File: src/verilog/tod_cfg.svh
`ifndef TOD_CFG_SVH
`define TOD_CFG_SVH

// ----------------------------------------------------------------
// register offsets (byte addresses, one word each)
// ----------------------------------------------------------------
`define TOD_OFF_THR        8'h00
`define TOD_OFF_MODE       8'h04
`define TOD_OFF_ANA        8'h08
`define TOD_OFF_CTRL       8'h0c
`define TOD_OFF_DBC        8'h10
`define TOD_OFF_STAT       8'h14
`define TOD_OFF_LVL        8'h18

// ----------------------------------------------------------------
// reset values and writable-bit masks (reserved bits held at zero)
// ----------------------------------------------------------------
`define TOD_OPT_RST        8'h00
`define TOD_ANA_WMASK      8'h3e
`define TOD_MODE_WMASK     8'hfd
`define TOD_THR_WMASK      8'hfb

// ----------------------------------------------------------------
// field positions
// ----------------------------------------------------------------
`define TOD_ANA_TYPE       5
`define TOD_ANA_RATIO      4
`define TOD_ANA_GAIN_LO    1
`define TOD_MODE_STREAM    7
`define TOD_MODE_PWR_LO    5
`define TOD_MODE_FRZ_LO    3
`define TOD_MODE_DYC       2
`define TOD_MODE_DUAL      0
`define TOD_THR_TOUCH_LO   5
`define TOD_THR_PROX_LO    3
`define TOD_THR_POL        1
`define TOD_THR_CTYPE      0
`define TOD_CTRL_LOAD      0
`define TOD_DBC_EXIT_LO    8

// ----------------------------------------------------------------
// level tables
// ----------------------------------------------------------------
`define TOD_TOUCH_0        10'h028
`define TOD_TOUCH_1        10'h03c
`define TOD_TOUCH_2        10'h064
`define TOD_TOUCH_3        10'h0c8
`define TOD_TOUCH_4        10'h168
`define TOD_TOUCH_5        10'h1f4
`define TOD_TOUCH_7        10'h384
`define TOD_PROX_0         6'h04
`define TOD_PROX_1         6'h08
`define TOD_PROX_2         6'h10
`define TOD_PROX_3         6'h20
`define TOD_GAIN_0         10'h0c8
`define TOD_GAIN_1         10'h0fa
`define TOD_GAIN_2         10'h12c
`define TOD_GAIN_3         10'h15e
`define TOD_GAIN_4         10'h190
`define TOD_GAIN_5         10'h226
`define TOD_GAIN_6         10'h2bc
`define TOD_GAIN_7         10'h352
`define TOD_REL_LO_NUM     14'h0003
`define TOD_REL_LO_DEN     14'h0004
`define TOD_REL_HI_NUM     14'h0009
`define TOD_REL_HI_DEN     14'h000a

`endif

File: src/verilog/tod_pkg.sv
package tod_pkg;

    typedef enum logic [1:0] {
        TOD_IDLE,
        TOD_PROX,
        TOD_TOUCH
    } tod_det_t;

    typedef enum logic [1:0] {
        TOD_FRZ_INFINITE,
        TOD_FRZ_TIMEOUT2,
        TOD_FRZ_TIMEOUT3,
        TOD_FRZ_TIMEOUT1
    } tod_freeze_t;

    typedef enum logic [1:0] {
        TOD_PWR_NORMAL,
        TOD_PWR_LOW1,
        TOD_PWR_LOW2,
        TOD_PWR_LOW3
    } tod_power_t;

endpackage

File: src/verilog/tod_debounce.sv
`timescale 1ns/1ps
module tod_debounce import tod_pkg::*; #(
    parameter int CW = 4
) (
    input  wire logic           pclk,
    input  wire logic           presetn,
    input  wire logic           ce,
    input  wire logic           sample_vld,
    input  wire tod_det_t       cur_state,
    input  wire tod_det_t       cand_state,
    input  wire logic [CW-1:0]  required,
    output logic [CW-1:0]       run_count,
    output logic                fire
);
    logic [CW-1:0] run_ff;
    tod_det_t      last_ff;

    wire differs   = (cand_state != cur_state);
    wire same_cand = (cand_state == last_ff);
    wire [CW-1:0] nxt_run = (differs && same_cand && run_ff != '0) ? run_ff + 1'b1 : {{(CW-1){1'b0}}, differs};

    // a sample back on the original side, or a different crossing, restarts the run
    assign fire      = sample_vld && differs && (nxt_run >= required);
    assign run_count = run_ff;

    always_ff @(posedge pclk or negedge presetn) begin
        if (!presetn) begin
            run_ff  <= '0;
            last_ff <= TOD_IDLE;
        end else if (ce && sample_vld) begin
            run_ff  <= fire ? '0 : nxt_run;
            last_ff <= cand_state;
        end
    end
endmodule

File: src/verilog/tod_top.sv
`timescale 1ns/1ps
`include "tod_cfg.svh"

// Function
// - report a detection change only after consecutive samples stay past the threshold
// - separate consecutive-sample counts for entering and for ending a detection
// - unprogrammed option bytes read zero and select the zero encodings
// - analog byte bit five picks proximity or touch on the main output; dual mode forces touch
// - analog byte bit four picks release at 75 or 90 percent of touch
// - gain code 000..111 gives 200,250,300,350,400,550,700,850
// - mode byte bit seven disables or enables data streaming
// - power field picks normal or low power levels one to three
// - freeze field picks infinite, timeout two, timeout three, timeout one
// - mode byte bit zero makes the shared pin control input or proximity output
// - touch code maps to 40,60,100,200,360,500,undefined,900
// - proximity code maps to 4,8,16,32
// - threshold byte bit one makes detection outputs active low or high
// - threshold byte bit zero picks halt-conversion or reference-freeze control
// - idle to proximity when reference minus signal exceeds proximity level
// - idle or proximity to touch when reference minus signal exceeds touch level
// - touch to idle when signal minus reference exceeds release level
// - release level is touch level times the selected ratio
module tod_top import tod_pkg::*; #(
    parameter int SW        = 16,
    parameter int CW        = 4,
    parameter int ENTRY_DEF = 3,
    parameter int EXIT_DEF  = 3
) (
    input  wire logic           pclk,
    input  wire logic           presetn,
    input  wire logic           ce,
    input  wire logic           psel,
    input  wire logic           penable,
    input  wire logic           pwrite,
    input  wire logic [7:0]     paddr,
    input  wire logic [31:0]    pwdata,
    output logic [31:0]         prdata,
    output logic                pready,
    output logic                pslverr,
    input  wire logic           sample_vld,
    input  wire logic [SW-1:0]  sample_signal,
    input  wire logic [SW-1:0]  sample_reference,
    output tod_det_t            det_state,
    output logic                det_change,
    output logic                prox_out,
    output logic                touch_out,
    output logic                main_out,
    output logic                main_out_en,
    output logic                aux_out,
    output logic                ctrl_is_output,
    output logic                ctrl_freeze_mode,
    output logic                stream_en,
    output tod_power_t          power_mode,
    output tod_freeze_t         freeze_sel,
    output logic                cal_delay_sel,
    output logic [9:0]          gain_target
);

    // ----------------------------------------------------------------
    // parameter checks
    // ----------------------------------------------------------------
    if (SW < 11 || SW > 24) begin : g_bad_sw
        $error("tod_top: SW must lie in 11..24");
    end
    if (CW < 1 || CW > 8 || ENTRY_DEF < 1 || EXIT_DEF < 1 ||
        ENTRY_DEF >= (1 << CW) || EXIT_DEF >= (1 << CW)) begin : g_bad_cw
        $error("tod_top: debounce counts do not fit CW or are zero");
    end

    // ----------------------------------------------------------------
    // decode functions
    // ----------------------------------------------------------------
    function automatic logic [9:0] touch_of(input logic [2:0] code);
        unique case (code)
            3'h0:    touch_of = `TOD_TOUCH_0;
            3'h1:    touch_of = `TOD_TOUCH_1;
            3'h2:    touch_of = `TOD_TOUCH_2;
            3'h3:    touch_of = `TOD_TOUCH_3;
            3'h4:    touch_of = `TOD_TOUCH_4;
            3'h5:    touch_of = `TOD_TOUCH_5;
            // undefined code: treated as the highest, least sensitive level
            default: touch_of = `TOD_TOUCH_7;
        endcase
    endfunction

    function automatic logic [5:0] prox_of(input logic [1:0] code);
        unique case (code)
            2'h0: prox_of = `TOD_PROX_0;
            2'h1: prox_of = `TOD_PROX_1;
            2'h2: prox_of = `TOD_PROX_2;
            2'h3: prox_of = `TOD_PROX_3;
        endcase
    endfunction

    function automatic logic [9:0] gain_of(input logic [2:0] code);
        unique case (code)
            3'h0: gain_of = `TOD_GAIN_0;
            3'h1: gain_of = `TOD_GAIN_1;
            3'h2: gain_of = `TOD_GAIN_2;
            3'h3: gain_of = `TOD_GAIN_3;
            3'h4: gain_of = `TOD_GAIN_4;
            3'h5: gain_of = `TOD_GAIN_5;
            3'h6: gain_of = `TOD_GAIN_6;
            3'h7: gain_of = `TOD_GAIN_7;
        endcase
    endfunction

    // division by a constant; only evaluated on the latched byte, so its depth is harmless
    function automatic logic [9:0] release_of(input logic [9:0] tl, input logic hi);
        logic [13:0] prod;
        prod = hi ? {4'h0, tl} * `TOD_REL_HI_NUM : {4'h0, tl} * `TOD_REL_LO_NUM;
        prod = hi ? prod / `TOD_REL_HI_DEN : prod / `TOD_REL_LO_DEN;
        release_of = prod[9:0];
    endfunction

    // ----------------------------------------------------------------
    // state
    // ----------------------------------------------------------------
    logic [7:0]    thr_opt_ff, mode_opt_ff, ana_opt_ff;
    logic [7:0]    thr_lk_ff, mode_lk_ff, ana_lk_ff;
    logic          locked_ff;
    logic [CW-1:0] entry_cnt_ff, exit_cnt_ff;
    logic [9:0]    touch_lvl_ff, release_lvl_ff;
    logic [5:0]    prox_lvl_ff;
    tod_det_t      state_ff;
    logic          change_ff;
    logic          prox_out_ff, touch_out_ff, main_out_ff, main_en_ff, aux_out_ff;
    logic          ctrl_out_ff, ctrl_frz_ff, stream_ff, cal_dly_ff;
    tod_power_t    power_ff;
    tod_freeze_t   freeze_ff;
    logic [9:0]    gain_ff;
    logic [31:0]   prdata_ff;
    logic          pready_ff, pslverr_ff;
    logic [CW-1:0] run_count;
    logic          fire;

    // ----------------------------------------------------------------
    // apb decode
    // ----------------------------------------------------------------
    wire setup_ph  = psel && !penable && !pready_ff;
    wire access_ok = psel && penable && pready_ff;
    wire wr_en     = access_ok && pwrite && !pslverr_ff;
    wire hit_thr   = (paddr == `TOD_OFF_THR);
    wire hit_mode  = (paddr == `TOD_OFF_MODE);
    wire hit_ana   = (paddr == `TOD_OFF_ANA);
    wire hit_ctrl  = (paddr == `TOD_OFF_CTRL);
    wire hit_dbc   = (paddr == `TOD_OFF_DBC);
    wire hit_stat  = (paddr == `TOD_OFF_STAT);
    wire hit_lvl   = (paddr == `TOD_OFF_LVL);
    wire mapped    = hit_thr | hit_mode | hit_ana | hit_ctrl | hit_dbc | hit_stat | hit_lvl;

    // options are frozen once latched; later writes are dropped without error
    wire opt_wr    = wr_en && !locked_ff;
    wire load_req  = wr_en && hit_ctrl && pwdata[`TOD_CTRL_LOAD] && !locked_ff;

    wire [31:0] rd_mux =
        hit_thr  ? {24'h0, thr_opt_ff}  :
        hit_mode ? {24'h0, mode_opt_ff} :
        hit_ana  ? {24'h0, ana_opt_ff}  :
        hit_ctrl ? {31'h0, locked_ff}   :
        hit_dbc  ? {{(24-CW){1'b0}}, exit_cnt_ff, {(8-CW){1'b0}}, entry_cnt_ff} :
        hit_stat ? {{(24-CW){1'b0}}, run_count, 5'h0, locked_ff, state_ff} :
        hit_lvl  ? {6'h0, release_lvl_ff, prox_lvl_ff, touch_lvl_ff} :
                   32'h0;

    // ----------------------------------------------------------------
    // apb slave: one wait-free access, answer set up at the setup edge
    // ----------------------------------------------------------------
    always_ff @(posedge pclk or negedge presetn) begin
        if (!presetn) begin
            pready_ff  <= 1'b0;
            pslverr_ff <= 1'b0;
            prdata_ff  <= 32'h0;
        end else if (ce) begin
            pready_ff  <= setup_ph;
            pslverr_ff <= setup_ph && !mapped;
            prdata_ff  <= setup_ph ? rd_mux : 32'h0;
        end
    end

    // ----------------------------------------------------------------
    // option bytes and debounce counts
    // ----------------------------------------------------------------
    always_ff @(posedge pclk or negedge presetn) begin
        if (!presetn) begin
            thr_opt_ff   <= `TOD_OPT_RST;
            mode_opt_ff  <= `TOD_OPT_RST;
            ana_opt_ff   <= `TOD_OPT_RST;
            entry_cnt_ff <= CW'(ENTRY_DEF);
            exit_cnt_ff  <= CW'(EXIT_DEF);
        end else if (ce && opt_wr) begin
            // reserved bits never store, so they read back as zero
            if (hit_thr) thr_opt_ff <= pwdata[7:0] & `TOD_THR_WMASK;
            if (hit_mode) mode_opt_ff <= pwdata[7:0] & `TOD_MODE_WMASK;
            if (hit_ana) ana_opt_ff <= pwdata[7:0] & `TOD_ANA_WMASK;
            if (hit_dbc && pwdata[CW-1:0] != '0) entry_cnt_ff <= pwdata[CW-1:0];
            if (hit_dbc && pwdata[`TOD_DBC_EXIT_LO +: CW] != '0) begin
                exit_cnt_ff <= pwdata[`TOD_DBC_EXIT_LO +: CW];
            end
        end
    end

    // ----------------------------------------------------------------
    // one-shot latch of the settings
    // ----------------------------------------------------------------
    always_ff @(posedge pclk or negedge presetn) begin
        if (!presetn) begin
            locked_ff  <= 1'b0;
            thr_lk_ff  <= `TOD_OPT_RST;
            mode_lk_ff <= `TOD_OPT_RST;
            ana_lk_ff  <= `TOD_OPT_RST;
        end else if (ce && load_req) begin
            locked_ff  <= 1'b1;
            thr_lk_ff  <= thr_opt_ff;
            mode_lk_ff <= mode_opt_ff;
            ana_lk_ff  <= ana_opt_ff;
        end
    end

    // ----------------------------------------------------------------
    // decoded settings, re-registered from the latched bytes
    // ----------------------------------------------------------------
    wire [9:0] touch_dec = touch_of(thr_lk_ff[`TOD_THR_TOUCH_LO +: 3]);
    wire [5:0] prox_dec  = prox_of(thr_lk_ff[`TOD_THR_PROX_LO +: 2]);
    wire       ratio_hi  = ana_lk_ff[`TOD_ANA_RATIO];
    wire       pol_high  = thr_lk_ff[`TOD_THR_POL];
    wire       dual_mode = mode_lk_ff[`TOD_MODE_DUAL];
    wire       stream_on = mode_lk_ff[`TOD_MODE_STREAM];

    always_ff @(posedge pclk or negedge presetn) begin
        if (!presetn) begin
            touch_lvl_ff   <= `TOD_TOUCH_0;
            prox_lvl_ff    <= `TOD_PROX_0;
            release_lvl_ff <= 10'h01e;
            gain_ff        <= `TOD_GAIN_0;
            stream_ff      <= 1'b0;
            power_ff       <= TOD_PWR_NORMAL;
            freeze_ff      <= TOD_FRZ_INFINITE;
            cal_dly_ff     <= 1'b0;
            ctrl_out_ff    <= 1'b0;
            ctrl_frz_ff    <= 1'b0;
        end else if (ce) begin
            touch_lvl_ff   <= touch_dec;
            prox_lvl_ff    <= prox_dec;
            release_lvl_ff <= release_of(touch_dec, ratio_hi);
            gain_ff        <= gain_of(ana_lk_ff[`TOD_ANA_GAIN_LO +: 3]);
            stream_ff      <= stream_on;
            power_ff       <= tod_power_t'(mode_lk_ff[`TOD_MODE_PWR_LO +: 2]);
            freeze_ff      <= tod_freeze_t'(mode_lk_ff[`TOD_MODE_FRZ_LO +: 2]);
            cal_dly_ff     <= mode_lk_ff[`TOD_MODE_DYC];
            ctrl_out_ff    <= dual_mode;
            ctrl_frz_ff    <= thr_lk_ff[`TOD_THR_CTYPE];
        end
    end

    // ----------------------------------------------------------------
    // detection candidate from one sample
    // ----------------------------------------------------------------
    // deltas carry a sign bit so a negative difference never exceeds a level
    wire [SW:0] below = {1'b0, sample_reference} - {1'b0, sample_signal};
    wire [SW:0] above = {1'b0, sample_signal} - {1'b0, sample_reference};
    wire over_touch   = !below[SW] && (below[SW-1:0] > SW'(touch_lvl_ff));
    wire over_prox    = !below[SW] && (below[SW-1:0] > SW'(prox_lvl_ff));
    wire over_release = !above[SW] && (above[SW-1:0] > SW'(release_lvl_ff));

    tod_det_t cand;
    always_comb begin
        cand = state_ff;
        unique case (state_ff)
            TOD_IDLE: begin
                if (over_touch) cand = TOD_TOUCH;
                else if (over_prox) cand = TOD_PROX;
            end
            TOD_PROX: begin
                if (over_touch) cand = TOD_TOUCH;
                else if (!over_prox) cand = TOD_IDLE;
            end
            TOD_TOUCH: begin
                if (over_release) cand = TOD_IDLE;
            end
            default: cand = TOD_IDLE;
        endcase
    end

    // entering a detection uses one count, leaving it the other
    wire [CW-1:0] need = (cand == TOD_IDLE) ? exit_cnt_ff : entry_cnt_ff;

    // samples are ignored until the settings are latched
    wire take_sample = sample_vld && locked_ff;

    tod_debounce #(
        .CW         (CW)
    ) u_debounce (
        .pclk       (pclk),
        .presetn    (presetn),
        .ce         (ce),
        .sample_vld (take_sample),
        .cur_state  (state_ff),
        .cand_state (cand),
        .required   (need),
        .run_count  (run_count),
        .fire       (fire)
    );

    // ----------------------------------------------------------------
    // detection state and pins
    // ----------------------------------------------------------------
    wire prox_det  = (state_ff != TOD_IDLE);
    wire touch_det = (state_ff == TOD_TOUCH);
    wire main_det  = (dual_mode || ana_lk_ff[`TOD_ANA_TYPE]) ? touch_det : prox_det;

    always_ff @(posedge pclk or negedge presetn) begin
        if (!presetn) begin
            state_ff  <= TOD_IDLE;
            change_ff <= 1'b0;
        end else if (ce) begin
            change_ff <= take_sample && fire;
            if (take_sample && fire) state_ff <= cand;
        end
    end

    // outputs are held low during reset, before the polarity is latched
    always_ff @(posedge pclk or negedge presetn) begin
        if (!presetn) begin
            prox_out_ff  <= 1'b0;
            touch_out_ff <= 1'b0;
            main_out_ff  <= 1'b0;
            main_en_ff   <= 1'b0;
            aux_out_ff   <= 1'b0;
        end else if (ce) begin
            prox_out_ff  <= prox_det ~^ pol_high;
            touch_out_ff <= touch_det ~^ pol_high;
            main_out_ff  <= main_det ~^ pol_high;
            main_en_ff   <= !stream_on;
            aux_out_ff   <= dual_mode ? (prox_det ~^ pol_high) : 1'b0;
        end
    end

    // ----------------------------------------------------------------
    // outputs
    // ----------------------------------------------------------------
    assign prdata           = prdata_ff;
    assign pready           = pready_ff;
    assign pslverr          = pslverr_ff;
    assign det_state        = state_ff;
    assign det_change       = change_ff;
    assign prox_out         = prox_out_ff;
    assign touch_out        = touch_out_ff;
    assign main_out         = main_out_ff;
    assign main_out_en      = main_en_ff;
    assign aux_out          = aux_out_ff;
    assign ctrl_is_output   = ctrl_out_ff;
    assign ctrl_freeze_mode = ctrl_frz_ff;
    assign stream_en        = stream_ff;
    assign power_mode       = power_ff;
    assign freeze_sel       = freeze_ff;
    assign cal_delay_sel    = cal_dly_ff;
    assign gain_target      = gain_ff;

endmodule
File: config.mk
export PLATFORM = sky130hd
export DESIGN_NAME = tod_top
export DESIGN_NICKNAME = d
export VERILOG_FILES = /design/src/verilog/tod_pkg.sv /design/src/verilog/tod_debounce.sv /design/src/verilog/tod_top.sv
export VERILOG_INCLUDE_DIRS = /design/src /design/src/verilog
export SDC_FILE = /design/constraint.sdc
export NUM_CORES = 1
export LEC_CHECK = 0
export BUFFER_PORTS_ARGS = -buffer_cell sky130_fd_sc_hd__buf_2
export CORE_ASPECT_RATIO = 0.8
export CORE_UTILIZATION = 40
export CTS_CLUSTER_DIAMETER = 40
export DETAILED_ROUTE_END_ITERATION = 8
export PLACE_DENSITY_LB_ADDON = 0.3
export SLEW_MARGIN = 10
export SYNTH_ARGS = -nofsm -noshare
export SYNTH_HDL_FRONTEND = slang
export SYNTH_SLANG_ARGS = --single-unit
File: constraint.sdc
create_clock -name pclk -period 15.35 [get_ports pclk]
set_clock_uncertainty 0.15 [all_clocks]
set_input_delay 1.535 -clock pclk [delete_from_list [all_inputs] [get_ports pclk]]
set_output_delay 1.535 -clock pclk [all_outputs]
set_load 0.02 [all_outputs]
==> flow_summary.toml <==
[setup_path]
cp.required_ps = 15530
critPathArrivalTime_ps = 8210
max_stage_delay_ps = 520
critPathMaxFanout = 5
cp_slowest_cell = "nor2b_1"
critical_path_class = "in2reg"
worstReg2RegStart = "thr_lk_ff[5]"
cpMostUsedCell = "o21a_1"
cp-start-kind = "input pin"
crit_start = "sample_signal[1]"
critPathCaptureType = "register"

[power]
p_leak_nw = 5.25
ir_drop_v = 0.0000604
power_density_nw_per_um2 = 79.9

[placement]
pre_cts_ws_ps = 7020
io_buffers = 111
placed_cells = 1462
dp_hpwl_um = 18300
gp_congestion = 0.876

[clock_tree]
clock-sinks = 128
cts_root_buffer = "clkbuf_16"
cts_tree = "built"
worstSkewPairLatency_ps = 420
cts_max_level = 4
cts_buffers = 17
clk_path_buf_depth = 2
clk_pin_slew_worst_paths_ps = 60
cts_setup_buffers = 0
hold_buffers = 0
cts_resized = 0

[layout]
layout-drive-gt1-share = 0.223
final_cells = 1495
synthToLayoutAreaGrowth_pct = 13.8
post-route-util = 0.467
num-fill-cells = 2265
nets = 1322

[synth]
netlist_instances = 1088
synth_area_leaders = "dfrtp_1 (29%), ha_1 (9.4%), mux2_2 (7.6%)"
synth_area_leader_cell = "dfrtp_1"
postSynthAreaPerCell_um2 = 8.89
yosysUniqueCellTypes = 85
synth_area_um2 = 9680
seq_area_frac_synth = 0.333
ys_ff_latch = 128
ys_async_sr_fraction = 1.00
ys.flop_type = "dfrtp_1"
synth-edff-count = 0
yosys.area.top_type_share = 0.295
synth_warnings = 0

[global_routing]
grt_max_degree = 71
grt_usage = 0.199
overflow = 0
grt_pass1_vias = 7679
grt_antenna_before_repair = 0
grt_pass1_wl_um = 39600

[detailed_routing]
wl_met3_um = 1810
drt-total-wl_um = 24500
viasPerCell = 5.55
ant_nets = 0
met1_length_um = 12400
drt-pass1-iter-count = 5
avgRoutedWirePerCell_um = 16.4
top_layer = "met4"
drt_iter0_markers = 581
via_count = 8299
dr_wl_met2_um = 10100
drc = 0

[timing]
hold_violations = 0
max_clock_freq_mhz = 124
tightest_slew_ps = 1150
fin_ws_ps = 7320
setup-violations-final = 0
rsz0062_at_grt = "false"
period_share = 0.523
setup_tns_ps = 0
drv_slew = 0
relSlewSlack = 0.234
finalCriticalPeriod_ps = 8030
whs_ps = 339

[floorplanning]
pin_count = 139
die_area_um2 = 24800
rows = 50
coreArea_um2 = 23600
die-width_um = 176
initial_core_util = 0.410
die-height_um = 141

[min_path]
min_path_type = "reg2reg"
min_from = "prdata[5]"

[run]
maxCapViolations = 0

[run_status]
outcome = "complete, no violations"
[worst paths after layout]
kind,depth (start not counted),endpoint,slack (ps)
max,31,u_debounce.run_count[3],7320
min,1,prdata[5],340
max reg2reg,23,release_lvl_ff[0],7980
min reg2reg,1,prdata[5],340
max in group asynchronous,2,prdata[13],12660
min in group asynchronous,1,mode_opt_ff[2],1020
[final cells by class]
type                    count  area (um^2)  share of cell area
diodes                      1         2.50            0.000227
repair buffers            118          611              0.0555
inverters                  90          338              0.0307
flip-flops and latches    128         3220               0.293
multi-input cells         814         5860               0.532
clock inverters            15          165              0.0150
well taps                 312          390              0.0355
clock buffers              17          425              0.0386
[synth_stat cells (all sizes together), types with 4 or more instances]
cell type,instances
dfrtp,114
inv,90
nor2,82
nand2,78
a21oi,77
ha,73
mux2,67
o21ai,66
clkbuf,36
buf,26
a21o,25
nand3,24
xnor2,24
mux2i,20
nor3,20
o21a,20
a22o,17
nor2b,17
dfstp,14
or2,14
o2bb2ai,11
a211oi,10
nand2b,10
nor4,10
nand4,9
o22ai,8
xor2,8
a21boi,7
and2,7
o211ai,7
o31ai,7
a221oi,6
a31oi,6
and3,6
o21bai,6
o32ai,6
or3,5
a211o,4
a32oi,4
nand3b,4
nor4b,4
[per-layer routing]
layer / global-route usage / up-vias
met3: 0.0539 / 17
li1: - / 4066
met1: 0.295 / 3941
met2: 0.286 / 275
met4: 0.0430 / 0
met5: 0 / -
[flip-flops by register name, summed over array words and instances (netlist names), 2 cells and up]
signal / flops
ana_lk_ff: 5
thr_lk_ff: 7
mode_lk_ff: 7
prdata: 26
prox_lvl_ff: 4
gain_target: 9
mode_opt_ff: 7
entry_cnt_ff: 4
u_debounce.last_ff: 2
exit_cnt_ff: 4
u_debounce.run_count: 4
freeze_sel: 2
det_state: 2
power_mode: 2
touch_lvl_ff: 8
release_lvl_ff: 10
thr_opt_ff: 7
ana_opt_ff: 5
[kinds of logic after synthesis]
logic type      count (synthesis)  synth area share
mux                            87            0.0990
other cells                     1          0.000388
simple gates                  300             0.154
compound gates                314             0.223
fa+ha+maj                      74            0.0965
buf+inv                       152            0.0649
flops                         128             0.333
xor+xnor                       32            0.0290
[critical path, delay by kind of cell]
family                   cells  cell delay, ps
adder cells (fa/ha/maj)      3             910
XOR/XNOR                     1             280
AND/OR/NAND/NOR              7            1540
buffers and inverters        2             170
AO/OA/AOI/OAI               18            3760
[layout by cell type (no fill, tap or decap), types with 23 or more instances in the layout]
| master | n |
|---|---|
| nor2_1 | 82 |
| dfrtp_1 | 114 |
| mux2_2 | 65 |
| xnor2_1 | 24 |
| a21oi_1 | 75 |
| o21ai_0 | 60 |
| ha_1 | 73 |
| nand3_1 | 23 |
| a21o_1 | 25 |
| inv_1 | 89 |
| buf_2 | 110 |
| nand2_1 | 78 |
[stage by stage]
stage	area, um^2	power, W
after floorplan	9700	0.000441
after global placement	10400	0.000478
after detailed placement	10400	0.000480
after CTS	11000	0.000888
after global routing	11000	0.000919
final	11000	0.000880
[power breakdown]
| group | internal (W) | switching (W) |
|---|---|---|
| registers | 0.000342 | 0.00000360 |
| clock network | 0.000232 | 0.000173 |
| logic | 0.0000518 | 0.0000776 |
| total | 0.000625 | 0.000255 |
Note: power is estimated with default switching activity, not from simulation.
